`src/inc/standby_params.svh`:
```
// Offsets, reset values and settling counts of the standby power-down control
`ifndef STANDBY_PARAMS_SVH
`define STANDBY_PARAMS_SVH

`define SYSCTL_OFFSET    16'hffc4
`define PDSTAT_OFFSET    16'hffc6
`define SYSCTL_RESET     8'h09
`define SETTLE_W         18
`define SETTLE_STATES_0  8192
`define SETTLE_STATES_1  16384
`define SETTLE_STATES_2  32768
`define SETTLE_STATES_3  65536
`define SETTLE_STATES_4  131072
`define SETTLE_CODE_0    3'h0
`define SETTLE_CODE_1    3'h1
`define SETTLE_CODE_2    3'h2
`define SETTLE_CODE_3    3'h3

`endif

```
`src/inc/standby_pkg.sv`:
```
// Types shared by the standby power-down control
package standby_pkg;

    // System control register layout, bit 7 down to bit 0
    typedef struct packed {
        logic       standby_select_bit;
        logic [2:0] settle_select_field;
        logic       ext_reset_flag;
        logic       nonmaskable_edge_select;
        logic       host_if_enable;
        logic       onchip_ram_enable;
    } system_control_reg_t;

    // Power-down states, one-hot
    typedef enum logic [6:0] {
        ST_RUN    = 7'b000_0001,
        ST_SLEEP  = 7'b000_0010,
        ST_SWSTBY = 7'b000_0100,
        ST_SETTLE = 7'b000_1000,
        ST_CLRWT  = 7'b001_0000,
        ST_HWSTBY = 7'b010_0000,
        ST_HWRCV  = 7'b100_0000
    } pd_state_t;

    // Clock, reset and port controls to the rest of the chip
    typedef struct packed {
        logic cpu_clk_en;
        logic module_clk_en;
        logic osc_run;
        logic module_reset;
        logic cpu_reset;
        logic port_hold;
        logic port_float;
    } pd_ctrl_t;

    // Which source woke the chip
    typedef struct packed {
        logic       nmi;
        logic [2:0] ext_req;
        logic       key_sense_request;
    } wake_src_t;

endpackage : standby_pkg

```
`src/hw/standby_power_down_control.sv`:
```
// Software and hardware standby power-down sequencer
//
// Decided for this implementation: the address-and-strobe port and the placing of the registers.
`timescale 1ns/1ps
`include "standby_params.svh"

module standby_power_down_control
    import standby_pkg::*;
#(
    parameter int unsigned SETTLE_STATES_0 = `SETTLE_STATES_0,
    parameter int unsigned SETTLE_STATES_1 = `SETTLE_STATES_1,
    parameter int unsigned SETTLE_STATES_2 = `SETTLE_STATES_2,
    parameter int unsigned SETTLE_STATES_3 = `SETTLE_STATES_3,
    parameter int unsigned SETTLE_STATES_4 = `SETTLE_STATES_4,
    parameter int          N_EXT           = 3,
    parameter int          N_KEY           = 8
) (
    input  wire logic             clk,              // System clock
    input  wire logic             arst_n,           // Async reset, low
    input  wire logic [15:0]      addr,             // Register address
    input  wire logic [7:0]       wdata,            // Write data
    input  wire logic             we,               // Write strobe
    input  wire logic             re,               // Read strobe
    output logic      [7:0]       rdata,            // Read data
    input  wire logic             halt_exec,        // Halt instruction
    input  wire logic             nmi_pin,          // Nonmaskable input
    input  wire logic [N_EXT-1:0] external_request_pins, // Active low
    input  wire logic [N_KEY-1:0] key_sense_inputs, // Active low keys
    input  wire logic             chip_clear_pin_n, // Chip clear, low
    input  wire logic             standby_pin_n,    // Standby, low
    output pd_ctrl_t              ctrl,             // Clock and reset
    output logic                  onchip_ram_en,    // RAM enable
    output logic                  wake_service,     // Interrupt pulse
    output wake_src_t             wake_source       // Waking source
);

    ////////////////////////////////////////////////////////////////////////
    // Reset synchroniser

    logic rst_meta_r;
    logic rst_n_r;

    // Release reset through two flops
    always_ff @(posedge clk or negedge arst_n) begin
        if (!arst_n) begin
            rst_meta_r <= 1'b0;
            rst_n_r    <= 1'b0;
        end else begin
            rst_meta_r <= 1'b1;
            rst_n_r    <= rst_meta_r;
        end
    end

    ////////////////////////////////////////////////////////////////////////
    // Settling count decode

    // Map settle code to wait length
    function automatic logic [`SETTLE_W-1:0] settle_target(
        input logic [2:0] code
    );
        logic [`SETTLE_W-1:0] t;
        t = `SETTLE_W'(SETTLE_STATES_4);        // Codes 1xx
        case (code)
            `SETTLE_CODE_0: t = `SETTLE_W'(SETTLE_STATES_0);
            `SETTLE_CODE_1: t = `SETTLE_W'(SETTLE_STATES_1);
            `SETTLE_CODE_2: t = `SETTLE_W'(SETTLE_STATES_2);
            `SETTLE_CODE_3: t = `SETTLE_W'(SETTLE_STATES_3);
            default:        t = `SETTLE_W'(SETTLE_STATES_4);
        endcase
        return t;
    endfunction : settle_target

    ////////////////////////////////////////////////////////////////////////
    // Declarations

    system_control_reg_t  sysctl_r;
    system_control_reg_t  sysctl_nxt;
    pd_state_t            st_r;
    pd_state_t            st_nxt;
    pd_ctrl_t             ctrl_nxt;
    wake_src_t            src_now;
    wake_src_t            src_nxt;
    logic                 nmi_prev_r;
    logic [N_EXT-1:0]     ext_prev_r;
    logic [N_KEY-1:0]     key_prev_r;
    logic                 clr_prev_r;
    logic [N_EXT-1:0]     ext_fall;
    logic                 key_fall;
    logic                 nmi_hit;
    logic                 clr_rise;
    logic                 wake_any;
    logic                 settle_start;
    logic                 settle_abort;
    logic                 settle_done;
    logic                 svc_nxt;
    logic                 reset_seq;
    logic                 sel_sysctl;
    logic                 sel_pdstat;
    logic                 sysctl_wr;
    logic [7:0]           rdata_nxt;
    logic [`SETTLE_W-1:0] settle_len;

    ////////////////////////////////////////////////////////////////////////
    // Pin history for edge detection

    // Previous pin levels
    always_ff @(posedge clk or negedge rst_n_r) begin
        if (!rst_n_r) begin
            nmi_prev_r <= 1'b1;
            ext_prev_r <= '1;
            key_prev_r <= '1;
            clr_prev_r <= 1'b1;
        end else begin
            nmi_prev_r <= nmi_pin;
            ext_prev_r <= external_request_pins;
            key_prev_r <= key_sense_inputs;
            clr_prev_r <= chip_clear_pin_n;
        end
    end

    // Falling edges on the external request pins
    genvar gi;
    generate
        for (gi = 0; gi < N_EXT; gi++) begin : g_ext
            assign ext_fall[gi] = ext_prev_r[gi] & ~external_request_pins[gi];
        end
    endgenerate

    // Wake events
    assign key_fall = |(key_prev_r & ~key_sense_inputs);
    assign nmi_hit  = sysctl_r.nonmaskable_edge_select
                    ? (~nmi_prev_r & nmi_pin)
                    : (nmi_prev_r & ~nmi_pin);
    assign clr_rise = ~clr_prev_r & chip_clear_pin_n;
    assign src_now  = '{nmi: nmi_hit, ext_req: ext_fall,
                        key_sense_request: key_fall};
    assign wake_any = |src_now;

    ////////////////////////////////////////////////////////////////////////
    // Settling wait

    // Length from the settle field
    assign settle_len   = settle_target(sysctl_r.settle_select_field);
    // Drop the wait when leaving settle early
    assign settle_abort = (st_r == ST_SETTLE) && (st_nxt != ST_SETTLE);

    // Count on the restarted oscillator
    settle_counter #(
        .W      (`SETTLE_W)
    ) u_settle (
        .clk    (clk),
        .rst_n  (rst_n_r),
        .start  (settle_start),
        .abort  (settle_abort),
        .target (settle_len),
        .done   (settle_done)
    );

    ////////////////////////////////////////////////////////////////////////
    // Power-down state machine

    // Next state and one-cycle actions
    always_comb begin
        st_nxt       = st_r;
        settle_start = 1'b0;
        svc_nxt      = 1'b0;
        reset_seq    = 1'b0;
        if (!standby_pin_n) begin
            st_nxt = ST_HWSTBY;
        end else begin
            case (st_r)
                ST_RUN: begin
                    if (!chip_clear_pin_n) begin
                        st_nxt = ST_CLRWT;
                    end else if (halt_exec) begin
                        st_nxt = sysctl_r.standby_select_bit
                               ? ST_SWSTBY : ST_SLEEP;
                    end
                end
                ST_SLEEP: begin
                    if (!chip_clear_pin_n) begin
                        st_nxt = ST_CLRWT;
                    end else if (wake_any) begin
                        st_nxt  = ST_RUN;
                        svc_nxt = 1'b1;
                    end
                end
                ST_SWSTBY: begin
                    if (!chip_clear_pin_n) begin
                        st_nxt = ST_CLRWT;
                    end else if (wake_any) begin
                        st_nxt       = ST_SETTLE;
                        settle_start = 1'b1;
                    end
                end
                ST_SETTLE: begin
                    if (!chip_clear_pin_n) begin
                        st_nxt = ST_CLRWT;
                    end else if (settle_done) begin
                        st_nxt  = ST_RUN;
                        svc_nxt = 1'b1;
                    end
                end
                ST_CLRWT: begin
                    if (clr_rise) begin
                        st_nxt    = ST_RUN;
                        reset_seq = 1'b1;
                    end
                end
                ST_HWSTBY: begin
                    st_nxt = ST_HWRCV;
                end
                ST_HWRCV: begin
                    if (clr_rise) begin
                        st_nxt    = ST_RUN;
                        reset_seq = 1'b1;
                    end
                end
                default: begin
                    st_nxt = ST_RUN;
                end
            endcase
        end
    end

    // Outputs follow the coming state
    always_comb begin
        ctrl_nxt.cpu_clk_en    = (st_nxt == ST_RUN);
        ctrl_nxt.module_clk_en = (st_nxt == ST_RUN)
                               | (st_nxt == ST_SLEEP);
        ctrl_nxt.osc_run       = (st_nxt != ST_SWSTBY)
                               & (st_nxt != ST_HWSTBY);
        ctrl_nxt.module_reset  = (st_nxt == ST_SWSTBY)
                               | (st_nxt == ST_HWSTBY)
                               | (st_nxt == ST_HWRCV)
                               | (st_nxt == ST_CLRWT);
        ctrl_nxt.cpu_reset     = (st_nxt == ST_CLRWT)
                               | (st_nxt == ST_HWRCV)
                               | (st_nxt == ST_HWSTBY);
        ctrl_nxt.port_hold     = (st_nxt == ST_SWSTBY)
                               | (st_nxt == ST_SETTLE);
        ctrl_nxt.port_float    = (st_nxt == ST_HWSTBY)
                               | (st_nxt == ST_HWRCV);
    end

    // Record the waking source
    assign src_nxt = (settle_start || (svc_nxt && st_r == ST_SLEEP))
                   ? src_now : wake_source;

    // State, control and wake outputs
    always_ff @(posedge clk or negedge rst_n_r) begin
        if (!rst_n_r) begin
            st_r         <= ST_RUN;
            ctrl         <= '{cpu_clk_en: 1'b1, module_clk_en: 1'b1,
                              osc_run: 1'b1, default: 1'b0};
            wake_service <= 1'b0;
            wake_source  <= '0;
        end else begin
            st_r         <= st_nxt;
            ctrl         <= ctrl_nxt;
            wake_service <= svc_nxt;
            wake_source  <= src_nxt;
        end
    end

    ////////////////////////////////////////////////////////////////////////
    // Register port

    // Address decode
    assign sel_sysctl = (addr == `SYSCTL_OFFSET);
    assign sel_pdstat = (addr == `PDSTAT_OFFSET);
    // Only a running processor writes
    assign sysctl_wr  = we && sel_sysctl && (st_r == ST_RUN);

    // Control register next value
    always_comb begin
        sysctl_nxt = sysctl_r;
        if (reset_seq || st_r == ST_HWSTBY) begin
            sysctl_nxt = system_control_reg_t'(`SYSCTL_RESET);
        end else if (sysctl_wr) begin
            sysctl_nxt = system_control_reg_t'(wdata);
            sysctl_nxt.ext_reset_flag = sysctl_r.ext_reset_flag; // Read-only
        end
        // Standby bit only changes by write, reset or hardware standby
    end

    // Read data mux
    assign rdata_nxt = !re        ? 8'h00
                     : sel_sysctl ? 8'(sysctl_r)
                     : sel_pdstat ? {1'b0, st_r}
                     : 8'h00;

    // Register file and read data
    always_ff @(posedge clk or negedge rst_n_r) begin
        if (!rst_n_r) begin
            sysctl_r      <= system_control_reg_t'(`SYSCTL_RESET);
            rdata         <= 8'h00;
            onchip_ram_en <= 1'b1;
        end else begin
            sysctl_r      <= sysctl_nxt;
            rdata         <= rdata_nxt;
            onchip_ram_en <= sysctl_nxt.onchip_ram_enable;
        end
    end

endmodule : standby_power_down_control

```
`src/hw/settle_counter.sv`:
```
// Oscillator settling wait counter
`timescale 1ns/1ps
`include "standby_params.svh"

module settle_counter #(
    parameter int W = `SETTLE_W
) (
    input  wire logic         clk,    // System clock
    input  wire logic         rst_n,  // Synchronised reset, active low
    input  wire logic         start,  // Begin a wait
    input  wire logic         abort,  // Drop a running wait
    input  wire logic [W-1:0] target, // Wait length in cycles
    output logic              done    // One-cycle end pulse
);

    logic [W-1:0] cnt_r;
    logic         busy_r;
    logic         last;

    // Last cycle of the wait
    assign last = busy_r && (cnt_r == target - W'(1));

    // Count cycles of the running oscillator
    always_ff @(posedge clk or negedge rst_n) begin
        if (!rst_n) begin
            cnt_r  <= '0;
            busy_r <= 1'b0;
            done   <= 1'b0;
        end else begin
            done <= last & ~abort;
            if (start) begin
                cnt_r  <= '0;
                busy_r <= 1'b1;
            end else if (abort || last) begin
                busy_r <= 1'b0;
            end else if (busy_r) begin
                cnt_r <= cnt_r + W'(1);
            end
        end
    end

endmodule : settle_counter

```
`config.mk`:
```
export PLATFORM = sky130hd
export DESIGN_NAME = standby_power_down_control
export DESIGN_NICKNAME = d
export VERILOG_FILES = /design/src/inc/standby_pkg.sv /design/src/hw/standby_power_down_control.sv /design/src/hw/settle_counter.sv
export VERILOG_INCLUDE_DIRS = /design/src /design/src/inc
export SDC_FILE = /design/constraint.sdc
export NUM_CORES = 1
export LEC_CHECK = 0
export ABC_AREA = 1
export BUFFER_PORTS_ARGS = -buffer_cell sky130_fd_sc_hd__buf_2
export CORE_ASPECT_RATIO = 0.8
export CORE_MARGIN = 4
export CORE_UTILIZATION = 51
export CTS_BUF_LIST = sky130_fd_sc_hd__clkbuf_16
export DETAILED_ROUTE_END_ITERATION = 8
export HOLD_SLACK_MARGIN = 0.06
export PLACE_DENSITY = 0.77
export SYNTH_ARGS = -nofsm -noshare
export SYNTH_HDL_FRONTEND = slang
export SYNTH_SLANG_ARGS = --single-unit
export TNS_END_PERCENT = 10
```
`constraint.sdc`:
```
create_clock -name clk -period 1.9 [get_ports clk]
set_input_delay 0.19 -clock clk [delete_from_list [all_inputs] [get_ports clk]]
set_output_delay 0.19 -clock clk [all_outputs]
set_load 0.02 [all_outputs]
```
==> results.py, run 1 <==
metrics = {
    "clock_network": {
        "root_buffer": "clkbuf_16",
        "cts.sinks": 71,
        "clk_pin_slew_ns": 0.06,
        "cts_tree": "built",
        "numCtsBuffers": 9,
        "clkLatencyLatePin_ns": 0.33,
        "cts_max_path_buffers": 2,
        "cts_max_level": 3,
    },
    "status": {
        "status": "complete, but fails checks",
        "violations": "negative setup slack",
    },
    "floorplan": {
        "io_pins": 65,
        "die_height_um": 84.1,
        "core_sq_um": 6960,
        "rows": 27,
        "die-area_sq_um": 8670,
        "fp.dieW_um": 103,
        "initial_core_util_pct": 53.0,
    },
    "synth": {
        "synth_cells": 459,
        "synth_top_cell_by_area": "dfrtp_1",
        "syn_avg_cell_area_sq_um": 8.04,
        "yosysWarnings": 0,
        "synthTopCellsByCount": "nand2_1, inv_1, dfrtp_1, nand3_1, nor2_1",
        "synthTopCellsByArea": "dfrtp_1, dfstp_2, nand2_1",
        "async_reset_ff_share_pct": 100,
        "synth_ff_type": "dfrtp_1",
        "seq_area_frac_synth_pct": 48.8,
        "syn_area_sq_um": 3690,
        "synth.distinct_cells": 37,
        "ys_seq_elements": 71,
        "synth_edf_count": 0,
        "synth_most_common_cell": "nand2_1",
        "synthesis.nets": 504,
        "synth_top_area_share_pct": 35.3,
    },
    "power_and_ir_drop": {
        "p_comb_share_pct": 7.9,
        "sw_frac_of_total_pct": 23.9,
        "p_clk_share_pct": 47.2,
        "switching_power_w": 0.000846,
        "p_int_w": 0.00269,
        "cellLeakagePower_nw": 2.63,
        "seqPwrFrac_pct": 44.9,
        "peakVddDrop_uv": 679,
        "powerDensity_nw_per_um2": 716,
    },
    "sta": {
        "slew_viol_final": 0,
        "final-setup-viol-count": 18,
        "skew_ns": 0.00636,
        "hold_violations": 0,
        "rsz0062_at_grt": "yes",
        "timing.final.crit_period_ns": 2.07,
        "fin_crit_sh_pct": 109,
        "layout_setup_ws_ns": -0.171,
        "fmax_ghz": 0.483,
    },
    "setup_path": {
        "cp-end-kind": "register",
        "crit_arrival_ns": 2.29,
        "cp-start-kind": "register",
        "worstPathRequired_ns": 2.12,
        "path_max_fanout": 6,
        "critPathKind": "reg -> reg",
    },
    "routing": {
        "post_drt_wl_per_cell_um": 14.3,
        "drc": 0,
        "vias": 3403,
        "finalWirelength_um": 9430,
        "first_pass_iters": 4,
        "ant_nets": 0,
        "drtIter0Drc": 229,
        "viasPerCell": 5.17,
    },
    "finish": {
        "drive_above_1_share_pct": 32.4,
        "nNetsFinal": 611,
        "n_antenna_cell": 0,
        "final_cells": 658,
        "nFillCells": 547,
        "areaGrowthSynthToFinish_pct": 34.0,
        "fin_area_sq_um": 4940,
    },
    "job": {
        "cap_violations": 0,
    },
    "place": {
        "globalplace.congestion": 0.953,
        "port-buffer-count": 63,
        "hpwl_um": 6070,
        "placed_area_sq_um": 4280,
        "place_inst": 624,
    },
    "hold_path": {
        "hp-class": "in -> reg",
    },
    "global_route": {
        "grt_use_total_pct": 22.1,
        "grt_pass1_wl_um": 15100,
        "grt_pass1_vias": 3345,
        "grt.overflow.total": 0,
        "grt_max_degree": 70,
        "antenna_found_initial": 0,
    },
}
[sequential cells by signal, summed over array words and instances, names as in the netlist, 3 cells and up]
name and count:
u_settle.cnt_r 18, ctrl 7, sysctl_r 8, st_r 7
wake_source 5, ext_prev_r 3, rdata 8, key_prev_r 8
[power groups by stage]
stage                     logic (W)  registers [W]  clock network [W]
final                      0.000281        0.00159            0.00167
after global routing       0.000315        0.00159            0.00177
after CTS                  0.000263        0.00159            0.00169
after detailed placement   0.000239        0.00161                  0
after global placement     0.000232        0.00161                  0
after floorplan           0.0000904        0.00165                  0
[path summary, 6_finish.rpt]
kind                                               from                             end  slack [ns]  cells after the start
min in group asynchronous                        arst_n               rst_n_r$_DFF_PN0_        0.17                      2
max in group asynchronous             rst_n_r$_DFF_PN0_            nmi_prev_r$_DFF_PN1_        1.30                      1
worst min-delay path                           wdata[2]         sysctl_r[2]$_DFFE_PN0P_        0.07                      3
worst max-delay path            sysctl_r[6]$_DFFE_PN0P_  u_settle.cnt_r[15]$_DFFE_PN0P_       -0.17                     12
worst max register to register  sysctl_r[6]$_DFFE_PN0P_  u_settle.cnt_r[15]$_DFFE_PN0P_       -0.17                     12
worst min register to register        rst_n_r$_DFF_PN0_   u_settle.cnt_r[3]$_DFFE_PN0P_        0.27                      1
[what timing repair did]
| action | in CTS | in global routing |
|---|---|---|
| hold endpoints to repair | 14 | 0 |
| setup endpoints to repair | 20 | 39 |
| hold buffers | 13 | 0 |
| setup buffers | 2 | 1 |
| gates cloned | 1 | 1 |
| gates resized for setup | 6 | 38 |
| pin swaps | 16 | 19 |
[worst max-delay path, stage by stage, from the launching register on]
cell	delay, ns
dfrtp_1	0.42
nor2_4	0.17
nand2_2	0.09
ha_4	0.18
xnor2_2	0.14
xnor2_1	0.13
nand3b_1	0.14
nor2_4	0.05
nor2_4	0.18
nand2_8	0.12
clkbuf_16	0.19
nand3_1	0.08
nand2_1	0.06
[per-layer routing]
layer | vias to the layer above | share of wire (%) | global-route usage, %
li1 | 1656 | - | -
met1 | 1602 | 43 | 30.2
met2 | 131 | 48 | 34.2
met3 | 14 | 7.3 | 6.35
met4 | 0 | 1.1 | 6.12
met5 | - | 0 | 0
[layout make-up]
| type | instances | area (sq um) | share of cell area, % |
|---|---|---|---|
| Inverter | 87 | 327 | 6.61 |
| Clock buffer | 9 | 225 | 4.56 |
| Sequential cell | 71 | 1800 | 36.5 |
| Timing Repair Buffer | 102 | 699 | 14.2 |
| Clock inverter | 7 | 71.3 | 1.44 |
| Multi-Input combinational cell | 295 | 1710 | 34.6 |
| Tap cell | 87 | 109 | 2.20 |
[cell usage in the layout (no fill, tap or decap), drive strengths merged, types with 2 or more instances in the layout]
cell type    synthesis  final
nor2                40     40
dfrtp               52     52
dlygate4sd3          0     13
xor2                13     13
xnor2                5      5
clkinv               0      3
nand4               15     15
clkbuf               3     10
buf                  4     88
o22ai                4      4
ha                   2      2
a21oi                5      5
inv                 87     88
dfstp               19     19
clkinvlp             0      2
nor4                 4      4
nand2              120    121
nand3b               2      2
nor3                11     11
nand3               50     50
o21ai               16     16
[through the flow]
step                worst slack [ns]  power, W  TNS [ns]  util (%)  hold slack, ns
CTS                           -0.149   0.00354     -2.42      68.4          0.0662
finish                        -0.171   0.00354     -2.08      71.0          0.0694
global route                  -0.245   0.00367     -4.08      71.0          0.0826
floorplan                     -0.126   0.00174     -1.24         -          -0.106
global placement              -0.120   0.00184     -2.04      61.5         -0.0244
detailed placement            -0.226   0.00185     -3.97      61.5         -0.0229
[cell families (layout without fill, tap and decap cells)]
family	after synthesis	count (layout)	share of synthesized area, %
flip-flops	71	71	48.8
other	1	1	0.102
AND/OR/NAND/NOR	243	244	31.6
AO/OA/AOI/OAI	30	30	4.65
XOR/XNOR	18	18	4.27
adder cells (fa/ha/maj)	2	2	0.678
buffers and inverters	94	205	9.90
No activity file was read; power rests on OpenSTA's default activity.
==> inputs of run 2 (changes only) <==
Settings changed: CELL_PAD_IN_SITES_DETAIL_PLACEMENT set to 1, CELL_PAD_IN_SITES_GLOBAL_PLACEMENT set to 1, CORE_UTILIZATION 51 to 37, CTS_BUF_LIST sky130_fd_sc_hd__clkbuf_16 to sky130_fd_sc_hd__clkbuf_8 sky130_fd_sc_hd__clkbuf_16, PLACE_DENSITY 0.77 to unset, PLACE_DENSITY_LB_ADDON set to 0.12.
==> results.py, run 2 (same netlist as run 1, synthesis figures left out) <==
metrics = {
    "finish": {
        "regMostFlops": "u_settle.cnt_r",
        "final_util_pct": 52.3,
        "nFillCells": 1203,
        "drive_above_1_share_pct": 33.3,
        "most-common-layout-cells": "nand2_1, inv_1, buf_2",
        "fin_area_sq_um": 5060,
        "largest_register_ff_count": 18,
        "layout_commonest_cell": "nand2_1",
        "nNetsFinal": 622,
        "areaGrowthSynthToFinish_pct": 37.3,
        "n_antenna_cell": 0,
    },
    "sta": {
        "finalSetupTns_ns": -3.31,
        "fin_crit_sh_pct": 110,
        "hold_violations": 0,
        "final-setup-viol-count": 20,
        "fmax_ghz": 0.479,
        "rsz0062_at_grt": "yes",
        "layout_setup_ws_ns": -0.188,
        "slew_viol_final": 0,
        "timing.hold.ws_ns": 0.0835,
        "timing.final.crit_period_ns": 2.09,
        "skew_ns": 0.00487,
    },
    "setup_path": {
        "cp-end-kind": "register",
        "worstPathRequired_ns": 2.12,
        "critPathKind": "reg -> reg",
        "crit_arrival_ns": 2.31,
        "path_max_fanout": 6,
        "cp-start-kind": "register",
    },
    "hold_path": {
        "hp-class": "in -> reg",
    },
    "clock_network": {
        "root_buffer": "clkbuf_16",
        "cts_tree": "built",
        "cts_max_level": 3,
        "clk_pin_slew_ns": 0.06,
        "cts.sinks": 71,
        "numCtsBuffers": 9,
        "cts_max_path_buffers": 2,
        "clkLatencyLatePin_ns": 0.33,
    },
    "power_and_ir_drop": {
        "p_clk_share_pct": 45.5,
        "p_int_w": 0.00259,
        "powerDensity_nw_per_um2": 680,
        "finalPower_w": 0.00345,
        "p_comb_share_pct": 8.5,
        "cellLeakagePower_nw": 2.67,
        "peakVddDrop_uv": 523,
        "seqPwrFrac_pct": 46.0,
        "switching_power_w": 0.000851,
        "sw_frac_of_total_pct": 24.7,
    },
    "floorplan": {
        "initial_core_util_pct": 38.1,
        "io_pins": 65,
        "die-area_sq_um": 11600,
        "core_sq_um": 9690,
        "rows": 32,
        "fp.dieW_um": 120,
        "die_height_um": 97.3,
    },
    "job": {
        "cap_violations": 0,
    },
    "status": {
        "status": "complete, but fails checks",
        "violations": "negative setup slack",
    },
    "place": {
        "placed_area_sq_um": 4380,
        "hpwl_um": 7420,
        "port-buffer-count": 63,
        "globalplace.congestion": 0.784,
    },
    "routing": {
        "drc": 0,
        "post_drt_wl_per_cell_um": 15.1,
        "viasPerCell": 4.76,
        "drtIter0Drc": 157,
        "finalWirelength_um": 10900,
        "vias": 3421,
        "ant_nets": 0,
        "first_pass_iters": 4,
    },
    "global_route": {
        "antenna_found_initial": 0,
        "grt_use_total_pct": 19.7,
        "grt_max_degree": 70,
        "grt_pass1_vias": 3868,
        "grt.overflow.total": 0,
        "grt_pass1_wl_um": 18500,
    },
}
run 2: worst max-delay path: stages, from the launching register on:
cell       delay, ns
dfrtp_1         0.41
nor2_4          0.16
nand2_2         0.10
ha_4            0.19
xnor2_2         0.14
xnor2_1         0.15
nand3b_1        0.16
nor2_4          0.06
nor2_4          0.18
nand2_8         0.13
clkbuf_16       0.19
nand3_2         0.05
nand2_1         0.05
run 2: area by class of cell:
cell class              count  area [sq um]  area share (%)
flip-flops and latches     71          1800            35.6
multi-input cells         295          1700            33.6
inverters                  87           327            6.45
clock buffers              10           239            4.72
well taps                 136           170            3.36
clock inverters             6          37.5           0.741
repair buffers            113           787            15.5
run 2: per-stage QoR:
stage | std cells | setup slack [ns]
finish | 718 | -0.188
global route | 718 | -0.305
CTS | 713 | -0.165
detailed placement | 679 | -0.305
global placement | 679 | -0.165
floorplan | 459 | -0.126
run 2: metal layers:
layer	global-route usage [%]	routed length [um]	up-vias
met5	0	0	-
met4	4.58	107	0
met3	4.42	478	10
met2	33.8	5410	63
met1	25.3	4880	1673
li1	-	-	1675
run 2: repair_timing:
action                                 4_1_cts  5_1_grt
endpoints found under the hold margin       16        0
hold buffers                                15        0
setup endpoints to repair                   26       40
setup buffers                                2        4
pin swaps                                    7       24
cloned                                       1        1
gates resized for setup                      9       35
run 2: worst paths after layout:
kind	slack [ns]	startpoint	cells after the start	endpoint
setup / recovery	-0.19	sysctl_r[6]$_DFFE_PN0P_	12	u_settle.cnt_r[1]$_DFFE_PN0P_
hold / removal	0.08	wdata[5]	3	sysctl_r[5]$_DFFE_PN0P_
setup reg to reg	-0.19	sysctl_r[6]$_DFFE_PN0P_	12	u_settle.cnt_r[1]$_DFFE_PN0P_
hold reg to reg	0.30	rst_n_r$_DFF_PN0_	1	u_settle.cnt_r[5]$_DFFE_PN0P_
max in group asynchronous	1.27	rst_n_r$_DFF_PN0_	1	key_prev_r[4]$_DFF_PN1_
min in group asynchronous	0.18	arst_n	2	rst_meta_r$_DFF_PN0_
run 2: power groups by stage:
stage | clock network, W | logic [W] | registers, W
after global placement | 0 | 0.000247 | 0.00161
after CTS | 0.00162 | 0.000285 | 0.00158
after detailed placement | 0 | 0.000258 | 0.00161
after floorplan | 0 | 0.0000904 | 0.00165
after global routing | 0.00169 | 0.000330 | 0.00159
final | 0.00157 | 0.000292 | 0.00158
